## config.mk

```make
export PLATFORM = sky130hd
export DESIGN_NAME = reset_recovery_watchdog_ctrl
export DESIGN_NICKNAME = d
export VERILOG_FILES = /design/src/reset_recovery_pkg.sv /design/src/reset_recovery_watchdog_ctrl.sv
export SDC_FILE = /design/constraint.sdc
export NUM_CORES = 1
export LEC_CHECK = 0
export ABC_AREA = 1
export CELL_PAD_IN_SITES_DETAIL_PLACEMENT = 0
export CELL_PAD_IN_SITES_GLOBAL_PLACEMENT = 1
export CORE_UTILIZATION = 31
export CTS_CLUSTER_DIAMETER = 150
export DETAILED_ROUTE_END_ITERATION = 8
export DONT_BUFFER_PORTS = 1
export PLACE_DENSITY = 0.54
export RECOVER_POWER = 25
export SLEW_MARGIN = 20
export SYNTH_ARGS = -nofsm -noshare
export SYNTH_HDL_FRONTEND = slang
export SYNTH_SLANG_ARGS = --single-unit
```

## constraint.sdc

```tcl
create_clock -name clock -period 4.4 [get_ports clock]
set_input_delay 0.22 -clock clock [delete_from_list [all_inputs] [get_ports clock]]
set_output_delay 0.22 -clock clock [all_outputs]
set_load 0.005 [all_outputs]
```

## src/reset_recovery_pkg.sv

```systemverilog
// Constants for the reset, stop recovery and watchdog controller
package reset_recovery_pkg;

    // ----------------------------------------
    // Register decode
    // ----------------------------------------
    localparam logic [3:0] BANK_F = 4'hF;
    localparam logic [3:0] STOP_RECOVERY_OFS = 4'hB;
    localparam logic [3:0] WATCHDOG_MODE_OFS = 4'hF;

    // ----------------------------------------
    // Field positions
    // ----------------------------------------
    localparam int SR_DIV_BIT = 0;
    localparam int SR_SRC_LSB = 2;
    localparam int SR_SRC_MSB = 4;
    localparam int SR_DELAY_BIT = 5;
    localparam int SR_LEVEL_BIT = 6;
    localparam int SR_FLAG_BIT = 7;
    localparam int WD_TAP_LSB = 0;
    localparam int WD_TAP_MSB = 1;
    localparam int WD_HALT_BIT = 2;
    localparam int WD_STOP_BIT = 3;
    localparam int WD_CLKSEL_BIT = 4;

    // ----------------------------------------
    // Reset values
    // ----------------------------------------
    localparam logic [6:0] STOP_RECOVERY_RESET = 7'h20;
    localparam logic [4:0] WATCHDOG_MODE_RESET = 5'h1B;

    // ----------------------------------------
    // Recovery sources
    // ----------------------------------------
    localparam logic [2:0] SRC_POR_ONLY = 3'h0;
    localparam logic [2:0] SRC_NAND_P2_LOW = 3'h1;
    localparam logic [2:0] SRC_NAND_P2_ALL = 3'h2;
    localparam logic [2:0] SRC_NOR_P3 = 3'h3;
    localparam logic [2:0] SRC_NAND_P3 = 3'h4;
    localparam logic [2:0] SRC_NOR_P3_P0 = 3'h5;
    localparam logic [2:0] SRC_NAND_P3_P0 = 3'h6;
    localparam logic [2:0] SRC_NAND_P3_P2 = 3'h7;

    // ----------------------------------------
    // Timing
    // ----------------------------------------
    localparam int CLOCK_MHZ = 200;
    localparam int POR_TIME_MS = 5;
    localparam int POR_CYCLES_DEFAULT = POR_TIME_MS * 1000 * CLOCK_MHZ;
    localparam logic [6:0] LOCK_CYCLES = 7'h3C;
    localparam logic [15:0] WD_TAP0_TICKS = 16'h0100;
    localparam logic [15:0] WD_TAP1_TICKS = 16'h0400;
    localparam logic [15:0] WD_TAP2_TICKS = 16'h1000;
    localparam logic [15:0] WD_TAP3_TICKS = 16'h4000;

    // ----------------------------------------
    // Sequencer states
    // ----------------------------------------
    typedef enum logic [1:0] {
        ST_HOLD = 2'b00,
        ST_RUN = 2'b01,
        ST_STOP = 2'b10
    } seq_state_e;

endpackage : reset_recovery_pkg

```

## src/reset_recovery_watchdog_ctrl.sv

```systemverilog
// Power-up delay, stop recovery, watchdog and port configuration control
// Functional notes
// - Delay starts on power good, timeout, recovery
// - Delay lasts nominally five milliseconds
// - Execution held until delay completes
// - Bit 5 selects delay after stop
// - Config bit 0 routes comparators to port 3
// - Config bit 2 selects push-pull or open-drain
// - Only top recovery bit is readable
// - Recovery flag set by hardware, power clears
// - Bit 6 selects wake level
// - Bits 4:2 select recovery source
// - Bit 0 selects divide by sixteen
// - Recovery register at bank F 0B
// - Watchdog terminal count forces reset
// - First instruction starts, later ones refresh
// - Watchdog instruction updates condition flags
// - Mode bit 4 selects watchdog clock
// - Mode bits 1:0 select timeout tap
// - Mode bits 2,3 keep counting halt/stop
// - Mode bits 7:5 reserved
// - Mode writes only in first 60 cycles
// - Mode register write-only at bank F 0F
// - Pointer low nibble selects bank
`timescale 1ns/100ps
`default_nettype none

module reset_recovery_watchdog_ctrl
    import reset_recovery_pkg::*;
#(
    parameter int POR_CYCLES = POR_CYCLES_DEFAULT
) (
    input wire logic clock,
    input wire logic rst_n,
    input wire logic power_good,
    input wire logic [3:0] register_pointer,
    input wire logic [3:0] reg_addr,
    input wire logic reg_wr,
    input wire logic reg_rd,
    input wire logic [7:0] reg_wdata,
    input wire logic watchdog_instr,
    input wire logic stop_request,
    input wire logic halt_mode,
    input wire logic rc_osc_tick,
    input wire logic crystal_input_tick,
    input wire logic [7:0] port2_in,
    input wire logic [3:1] port3_in,
    input wire logic [7:0] port0_in,
    input wire logic comparator_route_en,
    input wire logic port0_push_pull_en,
    input wire logic [1:0] comparator_out,
    input wire logic port3_line_four_data,
    input wire logic port3_line_seven_data,
    input wire logic [7:0] port0_data,
    output logic [7:0] reg_rdata,
    output logic hold_execution,
    output logic watchdog_reset,
    output logic flags_update,
    output logic clock_div16,
    output logic recovery_flag,
    output logic port3_line_four,
    output logic port3_line_seven,
    output logic [7:0] port0_out,
    output logic [7:0] port0_oe_n
);

    // ----------------------------------------
    // State
    // ----------------------------------------
    seq_state_e state_reg, state_next;
    logic [19:0] por_cnt_reg, por_cnt_next;
    logic hold_reg, hold_next;
    logic power_ok_reg;
    logic [6:0] lock_cnt_reg, lock_cnt_next;
    logic wd_enabled_reg, wd_enabled_next;
    logic [15:0] wd_cnt_reg, wd_cnt_next;
    logic wd_reset_reg, wd_reset_next;
    logic flags_update_reg, flags_update_next;
    logic [6:0] recovery_ctl_reg, recovery_ctl_next;
    logic flag_reg, flag_next;
    logic [4:0] wd_mode_reg, wd_mode_next;
    logic [7:0] rdata_reg, rdata_next;
    logic line_four_reg, line_seven_reg;
    logic [7:0] p0_out_reg, p0_oe_n_reg;

    // ----------------------------------------
    // Decode and events
    // ----------------------------------------
    logic bank_f, wr_recovery, wr_wd_mode, rd_recovery, rd_wd_mode;
    logic power_rise, src_val, wake, por_start, wd_tick, wd_active;
    logic wd_expire, wd_kick, lock_open;
    logic [15:0] tap_ticks;

    assign bank_f = (register_pointer == BANK_F);
    assign wr_recovery = reg_wr && bank_f && (reg_addr == STOP_RECOVERY_OFS);
    assign wr_wd_mode = reg_wr && bank_f && (reg_addr == WATCHDOG_MODE_OFS);
    assign rd_recovery = reg_rd && bank_f && (reg_addr == STOP_RECOVERY_OFS);
    assign rd_wd_mode = reg_rd && bank_f && (reg_addr == WATCHDOG_MODE_OFS);
    assign power_rise = power_good && !power_ok_reg;

    // Recovery source evaluation
    always_comb begin
        case (recovery_ctl_reg[SR_SRC_MSB:SR_SRC_LSB])
            SRC_POR_ONLY: src_val = 1'b0;
            SRC_NAND_P2_LOW: src_val = ~&port2_in[3:0];
            SRC_NAND_P2_ALL: src_val = ~&port2_in;
            SRC_NOR_P3: src_val = ~|port3_in;
            SRC_NAND_P3: src_val = ~&port3_in;
            SRC_NOR_P3_P0: src_val = ~|{port3_in, port0_in[0], port0_in[7]};
            SRC_NAND_P3_P0: src_val = ~&{port3_in, port0_in[0], port0_in[7]};
            SRC_NAND_P3_P2: src_val = ~&{port3_in, port2_in[2:0]};
            default: src_val = 1'b0;
        endcase
    end

    assign wake = (state_reg == ST_STOP) &&
        (recovery_ctl_reg[SR_SRC_MSB:SR_SRC_LSB] != SRC_POR_ONLY) &&
        (src_val == recovery_ctl_reg[SR_LEVEL_BIT]);

    // Watchdog clock, tap and run conditions
    assign wd_tick = wd_mode_reg[WD_CLKSEL_BIT] ? crystal_input_tick : rc_osc_tick;
    always_comb begin
        case (wd_mode_reg[WD_TAP_MSB:WD_TAP_LSB])
            2'h0: tap_ticks = WD_TAP0_TICKS;
            2'h1: tap_ticks = WD_TAP1_TICKS;
            2'h2: tap_ticks = WD_TAP2_TICKS;
            2'h3: tap_ticks = WD_TAP3_TICKS;
            default: tap_ticks = WD_TAP3_TICKS;
        endcase
    end
    assign wd_active = wd_enabled_reg &&
        !((state_reg == ST_STOP) && !wd_mode_reg[WD_STOP_BIT]) &&
        !((state_reg == ST_RUN) && halt_mode && !wd_mode_reg[WD_HALT_BIT]);
    assign wd_kick = watchdog_instr && (state_reg == ST_RUN);
    assign wd_expire = wd_active && wd_tick && !wd_kick &&
        (wd_cnt_reg == 16'h0000);
    assign lock_open = (state_reg == ST_RUN) && (lock_cnt_reg < LOCK_CYCLES);
    assign por_start = power_rise || wd_expire ||
        (wake && recovery_ctl_reg[SR_DELAY_BIT]);

    // ----------------------------------------
    // Sequencer
    // ----------------------------------------
    always_comb begin
        state_next = state_reg;
        por_cnt_next = por_cnt_reg;
        lock_cnt_next = lock_cnt_reg;
        flag_next = flag_reg;
        if (power_rise) begin
            flag_next = 1'b0;
        end
        if (wake) begin
            flag_next = 1'b1;
        end
        if (!power_good) begin
            state_next = ST_HOLD;
            por_cnt_next = 20'h00000;
        end else if (por_start) begin
            state_next = ST_HOLD;
            por_cnt_next = 20'h00000;
        end else begin
            case (state_reg)
                ST_HOLD: begin
                    if (por_cnt_reg == 20'(POR_CYCLES - 1)) begin
                        state_next = ST_RUN;
                        lock_cnt_next = 7'h00;
                    end else begin
                        por_cnt_next = por_cnt_reg + 20'h00001;
                    end
                end
                ST_RUN: begin
                    if (lock_cnt_reg < LOCK_CYCLES) begin
                        lock_cnt_next = lock_cnt_reg + 7'h01;
                    end
                    if (stop_request) begin
                        state_next = ST_STOP;
                    end
                end
                ST_STOP: begin
                    if (wake) begin
                        state_next = ST_RUN;
                        lock_cnt_next = 7'h00;
                    end
                end
                default: state_next = ST_HOLD;
            endcase
        end
        hold_next = (state_next == ST_HOLD);
    end

    // ----------------------------------------
    // Watchdog
    // ----------------------------------------
    always_comb begin
        wd_enabled_next = wd_enabled_reg;
        wd_cnt_next = wd_cnt_reg;
        wd_reset_next = wd_expire;
        flags_update_next = wd_kick;
        if (state_reg == ST_HOLD || !power_good) begin
            wd_enabled_next = 1'b0;
        end else if (wd_kick) begin
            wd_enabled_next = 1'b1;
            wd_cnt_next = tap_ticks;
        end else if (wd_expire) begin
            wd_enabled_next = 1'b0;
        end else if (wd_active && wd_tick) begin
            wd_cnt_next = wd_cnt_reg - 16'h0001;
        end
    end

    // ----------------------------------------
    // Registers and read path
    // ----------------------------------------
    always_comb begin
        recovery_ctl_next = recovery_ctl_reg;
        wd_mode_next = wd_mode_reg;
        rdata_next = 8'h00;
        if (wr_recovery) begin
            recovery_ctl_next = reg_wdata[6:0];
        end
        if (wr_wd_mode && lock_open) begin
            wd_mode_next = reg_wdata[4:0];
        end
        if (rd_recovery) begin
            rdata_next = {flag_reg, 7'h00};
        end else if (rd_wd_mode) begin
            rdata_next = 8'h00;
        end
    end

    always_ff @(posedge clock or negedge rst_n) begin
        if (!rst_n) begin
            state_reg <= ST_HOLD;
            por_cnt_reg <= 20'h00000;
            hold_reg <= 1'b1;
            power_ok_reg <= 1'b0;
            lock_cnt_reg <= 7'h00;
            wd_enabled_reg <= 1'b0;
            wd_cnt_reg <= 16'h0000;
            wd_reset_reg <= 1'b0;
            flags_update_reg <= 1'b0;
            recovery_ctl_reg <= STOP_RECOVERY_RESET;
            flag_reg <= 1'b0;
            wd_mode_reg <= WATCHDOG_MODE_RESET;
            rdata_reg <= 8'h00;
        end else begin
            state_reg <= state_next;
            por_cnt_reg <= por_cnt_next;
            hold_reg <= hold_next;
            power_ok_reg <= power_good;
            lock_cnt_reg <= lock_cnt_next;
            wd_enabled_reg <= wd_enabled_next;
            wd_cnt_reg <= wd_cnt_next;
            wd_reset_reg <= wd_reset_next;
            flags_update_reg <= flags_update_next;
            recovery_ctl_reg <= recovery_ctl_next;
            flag_reg <= flag_next;
            wd_mode_reg <= wd_mode_next;
            rdata_reg <= rdata_next;
        end
    end

    // ----------------------------------------
    // Port configuration
    // ----------------------------------------
    logic line_four_next, line_seven_next;
    logic [7:0] p0_oe_n_next;

    always_comb begin
        line_four_next = comparator_route_en ? comparator_out[0] : port3_line_four_data;
        line_seven_next = comparator_route_en ? comparator_out[1] : port3_line_seven_data;
        p0_oe_n_next = port0_push_pull_en ? 8'h00 : port0_data;
    end

    always_ff @(posedge clock or negedge rst_n) begin
        if (!rst_n) begin
            line_four_reg <= 1'b0;
            line_seven_reg <= 1'b0;
            p0_out_reg <= 8'h00;
            p0_oe_n_reg <= 8'hFF;
        end else begin
            line_four_reg <= line_four_next;
            line_seven_reg <= line_seven_next;
            p0_out_reg <= port0_data;
            p0_oe_n_reg <= p0_oe_n_next;
        end
    end

    assign reg_rdata = rdata_reg;
    assign hold_execution = hold_reg;
    assign watchdog_reset = wd_reset_reg;
    assign flags_update = flags_update_reg;
    assign clock_div16 = recovery_ctl_reg[SR_DIV_BIT];
    assign recovery_flag = flag_reg;
    assign port3_line_four = line_four_reg;
    assign port3_line_seven = line_seven_reg;
    assign port0_out = p0_out_reg;
    assign port0_oe_n = p0_oe_n_reg;
endmodule : reset_recovery_watchdog_ctrl

`default_nettype wire

```

==> results of run 1 <==
[what timing repair did]
action / CTS / global route
endpoints found under the setup margin: 0 / 0
hold buffers: 14 / 0
endpoints found under the hold margin: 100 / 0
[cell families after synthesis]
logic type | count (synthesis) | synth area share (%)
AOI/OAI and AO/OA | 51 | 7.37
xor gates and xnor gates | 28 | 5.85
adders and majority gates | 3 | 0.895
buffers and inverters | 86 | 8.98
DFF | 81 | 48.7
muxes | 4 | 1.07
other | 1 | 0.0894
and+or+nand+nor | 260 | 27.0
[routing by layer]
metal,track usage (%),wire (um)
met2,22.8,4420
met3,4.20,402
met4,5.29,137
met5,0,0
met1,18.5,4440
[power groups by stage]
stage / Sequential (mW) / Clock, mW / Combinational, mW
2_1_floorplan: 0.796 / 0 / 0.0703
3_3_place_gp: 0.801 / 0 / 0.0764
3_5_place_dp: 0.800 / 0 / 0.0777
4_1_cts: 0.787 / 0.816 / 0.108
5_1_grt: 0.789 / 0.840 / 0.120
6_report: 0.787 / 0.782 / 0.102
[cells in the final DEF, fill, tap and decap left out, types with 2 or more instances in the layout]
cell and instances:
a21oi_1 10, clkbuf_16 9, clkinvlp_4 2, conb_1 7, dfrtp_1 67, dfstp_2 14
dlygate4sd3_1 13, ha_1 3, inv_1 66, inv_2 4, inv_6 3, mux2_2 4
nand2_1 116, nand2_2 3, nand3_1 22, nand4_1 7, nor2_1 77, nor2_2 5
nor3_1 17, nor3b_1 3, nor4_1 3, o21ai_0 22, o21ai_2 5, o31ai_1 10
xnor2_1 6, xor2_1 22
[per-stage QoR]
stage	hold WS (ns)	cell area (um^2)	worst slack, ns	cells	power [mW]
2_1_floorplan	-0.0756	4220	2.63	520	0.867
3_3_place_gp	-0.0738	4320	1.89	680	0.877
6_report	0.0106	4770	1.93	710	1.67
3_5_place_dp	-0.0738	4320	1.87	680	0.878
4_1_cts	0.00428	4790	1.85	710	1.71
5_1_grt	0.0160	4770	1.60	710	1.75
[final timing paths]
check / startpoint / to / slack [ns] / depth (start not counted)
max in group asynchronous: rst_n / wd_cnt_reg[10] / 2.14 / 2
worst max-delay path: wd_cnt_reg[0] / por_cnt_reg[17] / 1.93 / 9
worst min-delay path: reg_wdata[3] / wd_mode_reg[3] / 0.01 / 2
worst max register to register: wd_cnt_reg[0] / por_cnt_reg[17] / 1.93 / 9
min in group asynchronous: rst_n / lock_cnt_reg[6] / 1.05 / 2
worst min register to register: wd_mode_reg[2] / wd_mode_reg[2] / 0.49 / 2
[critical path: cells and delay by family (launching register included)]
kind | cells | cell delay (ns)
AND/OR/NAND/NOR | 7 | 1.54
flip-flops | 1 | 0.40
adder cells (fa/ha/maj) | 1 | 0.21
buffers and inverters | 1 | 0.15
[final cells by class]
class | instances | area share (%)
Multi-Input combinational cell | 353 | 37.7
Timing Repair Buffer | 14 | 2.84
Sequential cell | 81 | 42.9
Clock buffer | 9 | 4.73
Inverter | 70 | 5.51
Tap cell | 176 | 4.62
Clock inverter | 7 | 1.73
==> impl_metrics.env, run 1 <==
export IMPL_clock_path_buffers=2
export IMPL_cts_tree="done"
export IMPL_placementRows=42
export IMPL_nNetsFinal=591
export IMPL_max_cap_violations=1
export IMPL_synth_seq_cells=81
export IMPL_maxSlewViolCount=82
export IMPL_min_path_type="input pin to flop"
export IMPL_worstPathRequired_ns=4.59
export IMPL_switching_share_pct=24.8
export IMPL_antenna_left=0
export IMPL_clk_latency_ns=0.34
export IMPL_route_detailed_drc=0
export IMPL_rsz0062_at_grt="false"
export IMPL_grt_util_all_layers_pct=14.4
export IMPL_path_max_fanout=20
export IMPL_hold_viol_final=0
export IMPL_path_clk_slew_ns=0.07
export IMPL_setup_viol=0
export IMPL_pwr_density_cell_nw_per_um2=351
export IMPL_drt_wirelength_per_cell_um=13.2
export IMPL_yosysSeqAreaShare_pct=48.7
export IMPL_vias=3199
export IMPL_diodes=0
export IMPL_synth_edf_count=0
export IMPL_grt_pass1_vias=3265
export IMPL_crit_top_cell="nand2_1"
export IMPL_cts_resized=0
export IMPL_htreeDepth=3
export IMPL_crit_chain="inv_1, ha_1, nand2_1, nor3_1, nand2_1, nor3b_4, nor2_2, nand3_1, nor2_1"
export IMPL_die_h_um=118
export IMPL_grt_overflow_total=0
export IMPL_area_growth_pct=13.6
export IMPL_setup_tns_ns=0
export IMPL_synth_top_area_cell="dfrtp_1"
export IMPL_clock_root_buffer="clkbuf_16"
export IMPL_die_x_um=118
export IMPL_wl_um=9390
export IMPL_regArea_um2=2040
export IMPL_grt_max_degree=82
export IMPL_clockPowerShare_pct=46.8
export IMPL_synth_most_common_cell="nand2_1"
export IMPL_syn_area_um2=4190
export IMPL_cts_buffers=9
export IMPL_cts_setup_buffers=0
export IMPL_final_util_pct=36.0
export IMPL_max_slew_margin_pct=-37.4
export IMPL_drive_above_1_share_pct=11.0
export IMPL_gp_congestion=0.747
export IMPL_start_util_pct=31.7
export IMPL_port_buffers=0
export IMPL_cts_sinks=81
export IMPL_p_comb_share_pct=6.1
export IMPL_grt_pass1_wl_um=15700
export IMPL_synth_main_ff_cell="dfrtp_1"
export IMPL_core_um2=13200
export IMPL_slowest_stage="nand3_1"
export IMPL_synthCells=514
export IMPL_power_switching_mw=0.414
export IMPL_layout_min_cycle_time_ns=2.47
export IMPL_die_area_um2=14000
export IMPL_max_stage_delay_ns=0.60
export IMPL_netlist_top_cells_count="nand2_1, nor2_1, dfrtp_1"
export IMPL_ys_warn_count=0
export IMPL_worst_slew_pin_transition_ns=2.06
export IMPL_ioPinCount=90
export IMPL_worstSetupPathType="flop to flop"
export IMPL_largest_register_ffs=20
export IMPL_irDropWorstVdd_mv=0.253
export IMPL_synth_area_top_cells="dfrtp_1, nand2_1, dfstp_2, nor2_1, inv_1"
export IMPL_cp_arrival_ns=2.66
export IMPL_via_per_inst=4.51
export IMPL_antenna_found_initial=0
export IMPL_synth_top_area_share_pct=40.0
export IMPL_dr_pass1_iters=4
export IMPL_p_int_mw=1.26
export IMPL_power_leakage_nw=2.18
export IMPL_violations="max-capacitance violations, max-slew violations"
export IMPL_seq_power_share_pct=47.1
export IMPL_skew_ns=0.00677
export IMPL_drt_iter0_markers=147
export IMPL_yosysUniqueCellTypes=37
export IMPL_endpoint_kind="flop"
export IMPL_async_flop_share_pct=100
export IMPL_startpoint_type="flop"
export IMPL_fillerInstances=1422
export IMPL_multiInputGateArea_um2=1800
export IMPL_syn_area_per_cell_um2=8.16
export IMPL_dpl_hpwl_um=6570
export IMPL_clock_fmax_mhz=404
export IMPL_timing_final_crit_share_pct=56.2
export IMPL_status="complete, but fails checks"
Power figures use the tool's default switching activity.
==> run 2, diff against run 1 <==
Settings changed: ABC_AREA 1 to 0, PLACE_DENSITY 0.54 to 0.51.
Clock period 4.4 ns to 2.3 ns, I/O delays scaled along.
==> impl_metrics.env, run 2 <==
export IMPL_status="complete, no violations"
export IMPL_irDropWorstVdd_mv=0.402
export IMPL_grt_pass1_wl_um=14800
export IMPL_yosysSeqAreaShare_pct=52.2
export IMPL_cts_sinks=81
export IMPL_dp_slack_ns=0.0839
export IMPL_p_comb_share_pct=4.6
export IMPL_synth_area_top_cells="dfrtp_1, dfstp_2, nor2_1, mux2_2, xnor2_1"
export IMPL_syn_area_per_cell_um2=10.6
export IMPL_max_cap_violations=0
export IMPL_power_leakage_nw=2.01
export IMPL_start_util_pct=32.2
export IMPL_area_growth_pct=22.6
export IMPL_endpoint_kind="flop"
export IMPL_gp_congestion=0.702
export IMPL_wl_um=8690
export IMPL_port_buffers=0
export IMPL_die_h_um=114
export IMPL_grt_max_degree=82
export IMPL_clock_root_buffer="clkbuf_16"
export IMPL_clockPowerShare_pct=47.2
export IMPL_rsz0062_at_grt="false"
export IMPL_pwr_density_cell_nw_per_um2=637
export IMPL_synth_edf_count=0
export IMPL_ioPinCount=90
export IMPL_die_x_um=114
export IMPL_synth_top_area_share_pct=42.8
export IMPL_max_slew_margin_pct=25.4
export IMPL_maxSlewViolCount=0
export IMPL_timing_final_crit_share_pct=96.6
export IMPL_path_clk_slew_ns=0.07
export IMPL_min_path_type="input pin to flop"
export IMPL_largest_register_ffs=20
export IMPL_final_cells=591
export IMPL_clock_path_buffers=2
export IMPL_yosysUniqueCellTypes=69
export IMPL_vias=2802
export IMPL_cts_tree="done"
export IMPL_diodes=0
export IMPL_synth_seq_cells=81
export IMPL_placed_cells_incl_taps=547
export IMPL_antenna_found_initial=0
export IMPL_nNetsFinal=480
export IMPL_dr_pass1_iters=4
export IMPL_setup_viol=0
export IMPL_final_common_cell="dfrtp_1"
export IMPL_netlist_top_cells_count="dfrtp_1, nor2_1, nand2_1"
export IMPL_startpoint_type="flop"
export IMPL_htreeDepth=3
export IMPL_grt_pass1_vias=2899
export IMPL_via_per_inst=4.74
export IMPL_synth_top_area_cell="dfrtp_1"
export IMPL_grt_util_all_layers_pct=15.0
export IMPL_drt_iter0_markers=91
export IMPL_place_area_um2=4200
export IMPL_core_um2=12200
export IMPL_antenna_left=0
export IMPL_seq_power_share_pct=48.1
export IMPL_worst_slew_pin_transition_ns=1.12
export IMPL_power_switching_mw=0.766
export IMPL_ys_warn_count=0
export IMPL_path_max_fanout=4
export IMPL_synth_most_common_cell="dfrtp_1"
export IMPL_worstPathRequired_ns=2.54
export IMPL_switching_share_pct=25.0
export IMPL_placementRows=40
export IMPL_syn_area_um2=3920
export IMPL_grt_overflow_total=0
export IMPL_synthCells=368
export IMPL_final_util_pct=39.5
export IMPL_layout_min_cycle_time_ns=2.22
export IMPL_layout_setup_ws_ns=0.0779
export IMPL_die_area_um2=13100
export IMPL_drive_above_1_share_pct=20.6
export IMPL_dpl_hpwl_um=6060
export IMPL_clock_fmax_mhz=450
export IMPL_design_area_um2=4810
export IMPL_whs_ns=0.0508
export IMPL_setup_tns_ns=0
export IMPL_fillerInstances=1214
export IMPL_p_int_mw=2.29
export IMPL_cts_buffers=9
export IMPL_layout_common_cells="dfrtp_1, nor2_1, dlygate4sd3_1, nand2_1, buf_4"
export IMPL_route_detailed_drc=0
export IMPL_clk_latency_ns=0.35
export IMPL_async_flop_share_pct=100
export IMPL_worstSetupPathType="flop to flop"
export IMPL_cts_setup_buffers=0
export IMPL_skew_ns=0.00851
export IMPL_drt_wirelength_per_cell_um=14.7
export IMPL_hold_viol_final=0
export IMPL_cp_arrival_ns=2.46
export IMPL_synth_main_ff_cell="dfrtp_1"
export IMPL_power_total_mw=3.06
==> run 2: worst max-delay path, stage by stage (launching register included) <==
cell     delay (ns)
dfrtp_1        0.38
or4_4          0.55
or3_4          0.35
nor3_4         0.23
buf_4          0.18
nor3_1         0.09
a21oi_1        0.16
o21ba_2        0.17
==> run 2: final timing paths <==
kind                                  from                   to  slack [ns]  cells past startpoint
setup / recovery            wd_cnt_reg[11]      lock_cnt_reg[2]        0.08                      7
hold / removal                stop_request         state_reg[0]        0.05                      2
setup reg to reg            wd_cnt_reg[11]      lock_cnt_reg[2]        0.08                      7
hold reg to reg            lock_cnt_reg[5]      lock_cnt_reg[5]        0.50                      1
max in group asynchronous            rst_n  recovery_ctl_reg[3]        0.94                      2
min in group asynchronous            rst_n      lock_cnt_reg[5]        0.59                      2
==> run 2: routing by layer <==
metal / vias up / global-route usage [%] / wire length [um]
li1: 1379 / - / -
met1: 1365 / 19.1 / 3990
met2: 44 / 24.2 / 4260
met3: 14 / 3.97 / 259
met4: 0 / 6.23 / 183
met5: - / 0 / 0
==> run 2: logic make-up after synthesis <==
kind of cell	Yosys count	synth area share (%)
other	1	0.0957
AOI/OAI and AO/OA	51	10.1
muxes	15	4.28
buffers and inverters	32	4.57
adders and majority gates	3	0.958
DFF	81	52.2
and+or+nand+nor	157	21.6
xor gates and xnor gates	28	6.26
==> run 2: final cells by class <==
| type | count | area [um^2] | area share [%] |
|---|---|---|---|
| clock buffer | 9 | 225 | 4.69 |
| tap | 168 | 210 | 4.37 |
| multi-input combinational | 261 | 1750 | 36.3 |
| inverter | 18 | 68.8 | 1.43 |
| clock inverter | 7 | 76.3 | 1.59 |
| sequential | 81 | 2050 | 42.6 |
| timing repair buffer | 47 | 433 | 9.01 |
==> run 2: repair_timing <==
item	in CTS	in global routing
endpoints found under the setup margin	0	27
endpoints found under the hold margin	114	0
hold buffers	28	0
resized for setup	0	4
==> run 2: power by group through the flow <==
stage	clock network [mW]	logic [mW]	registers [mW]
2_1_floorplan	0	0.0658	1.49
6_report	1.45	0.142	1.47
3_3_place_gp	0	0.0674	1.50
5_1_grt	1.57	0.163	1.48
3_5_place_dp	0	0.0692	1.50
4_1_cts	1.51	0.148	1.47
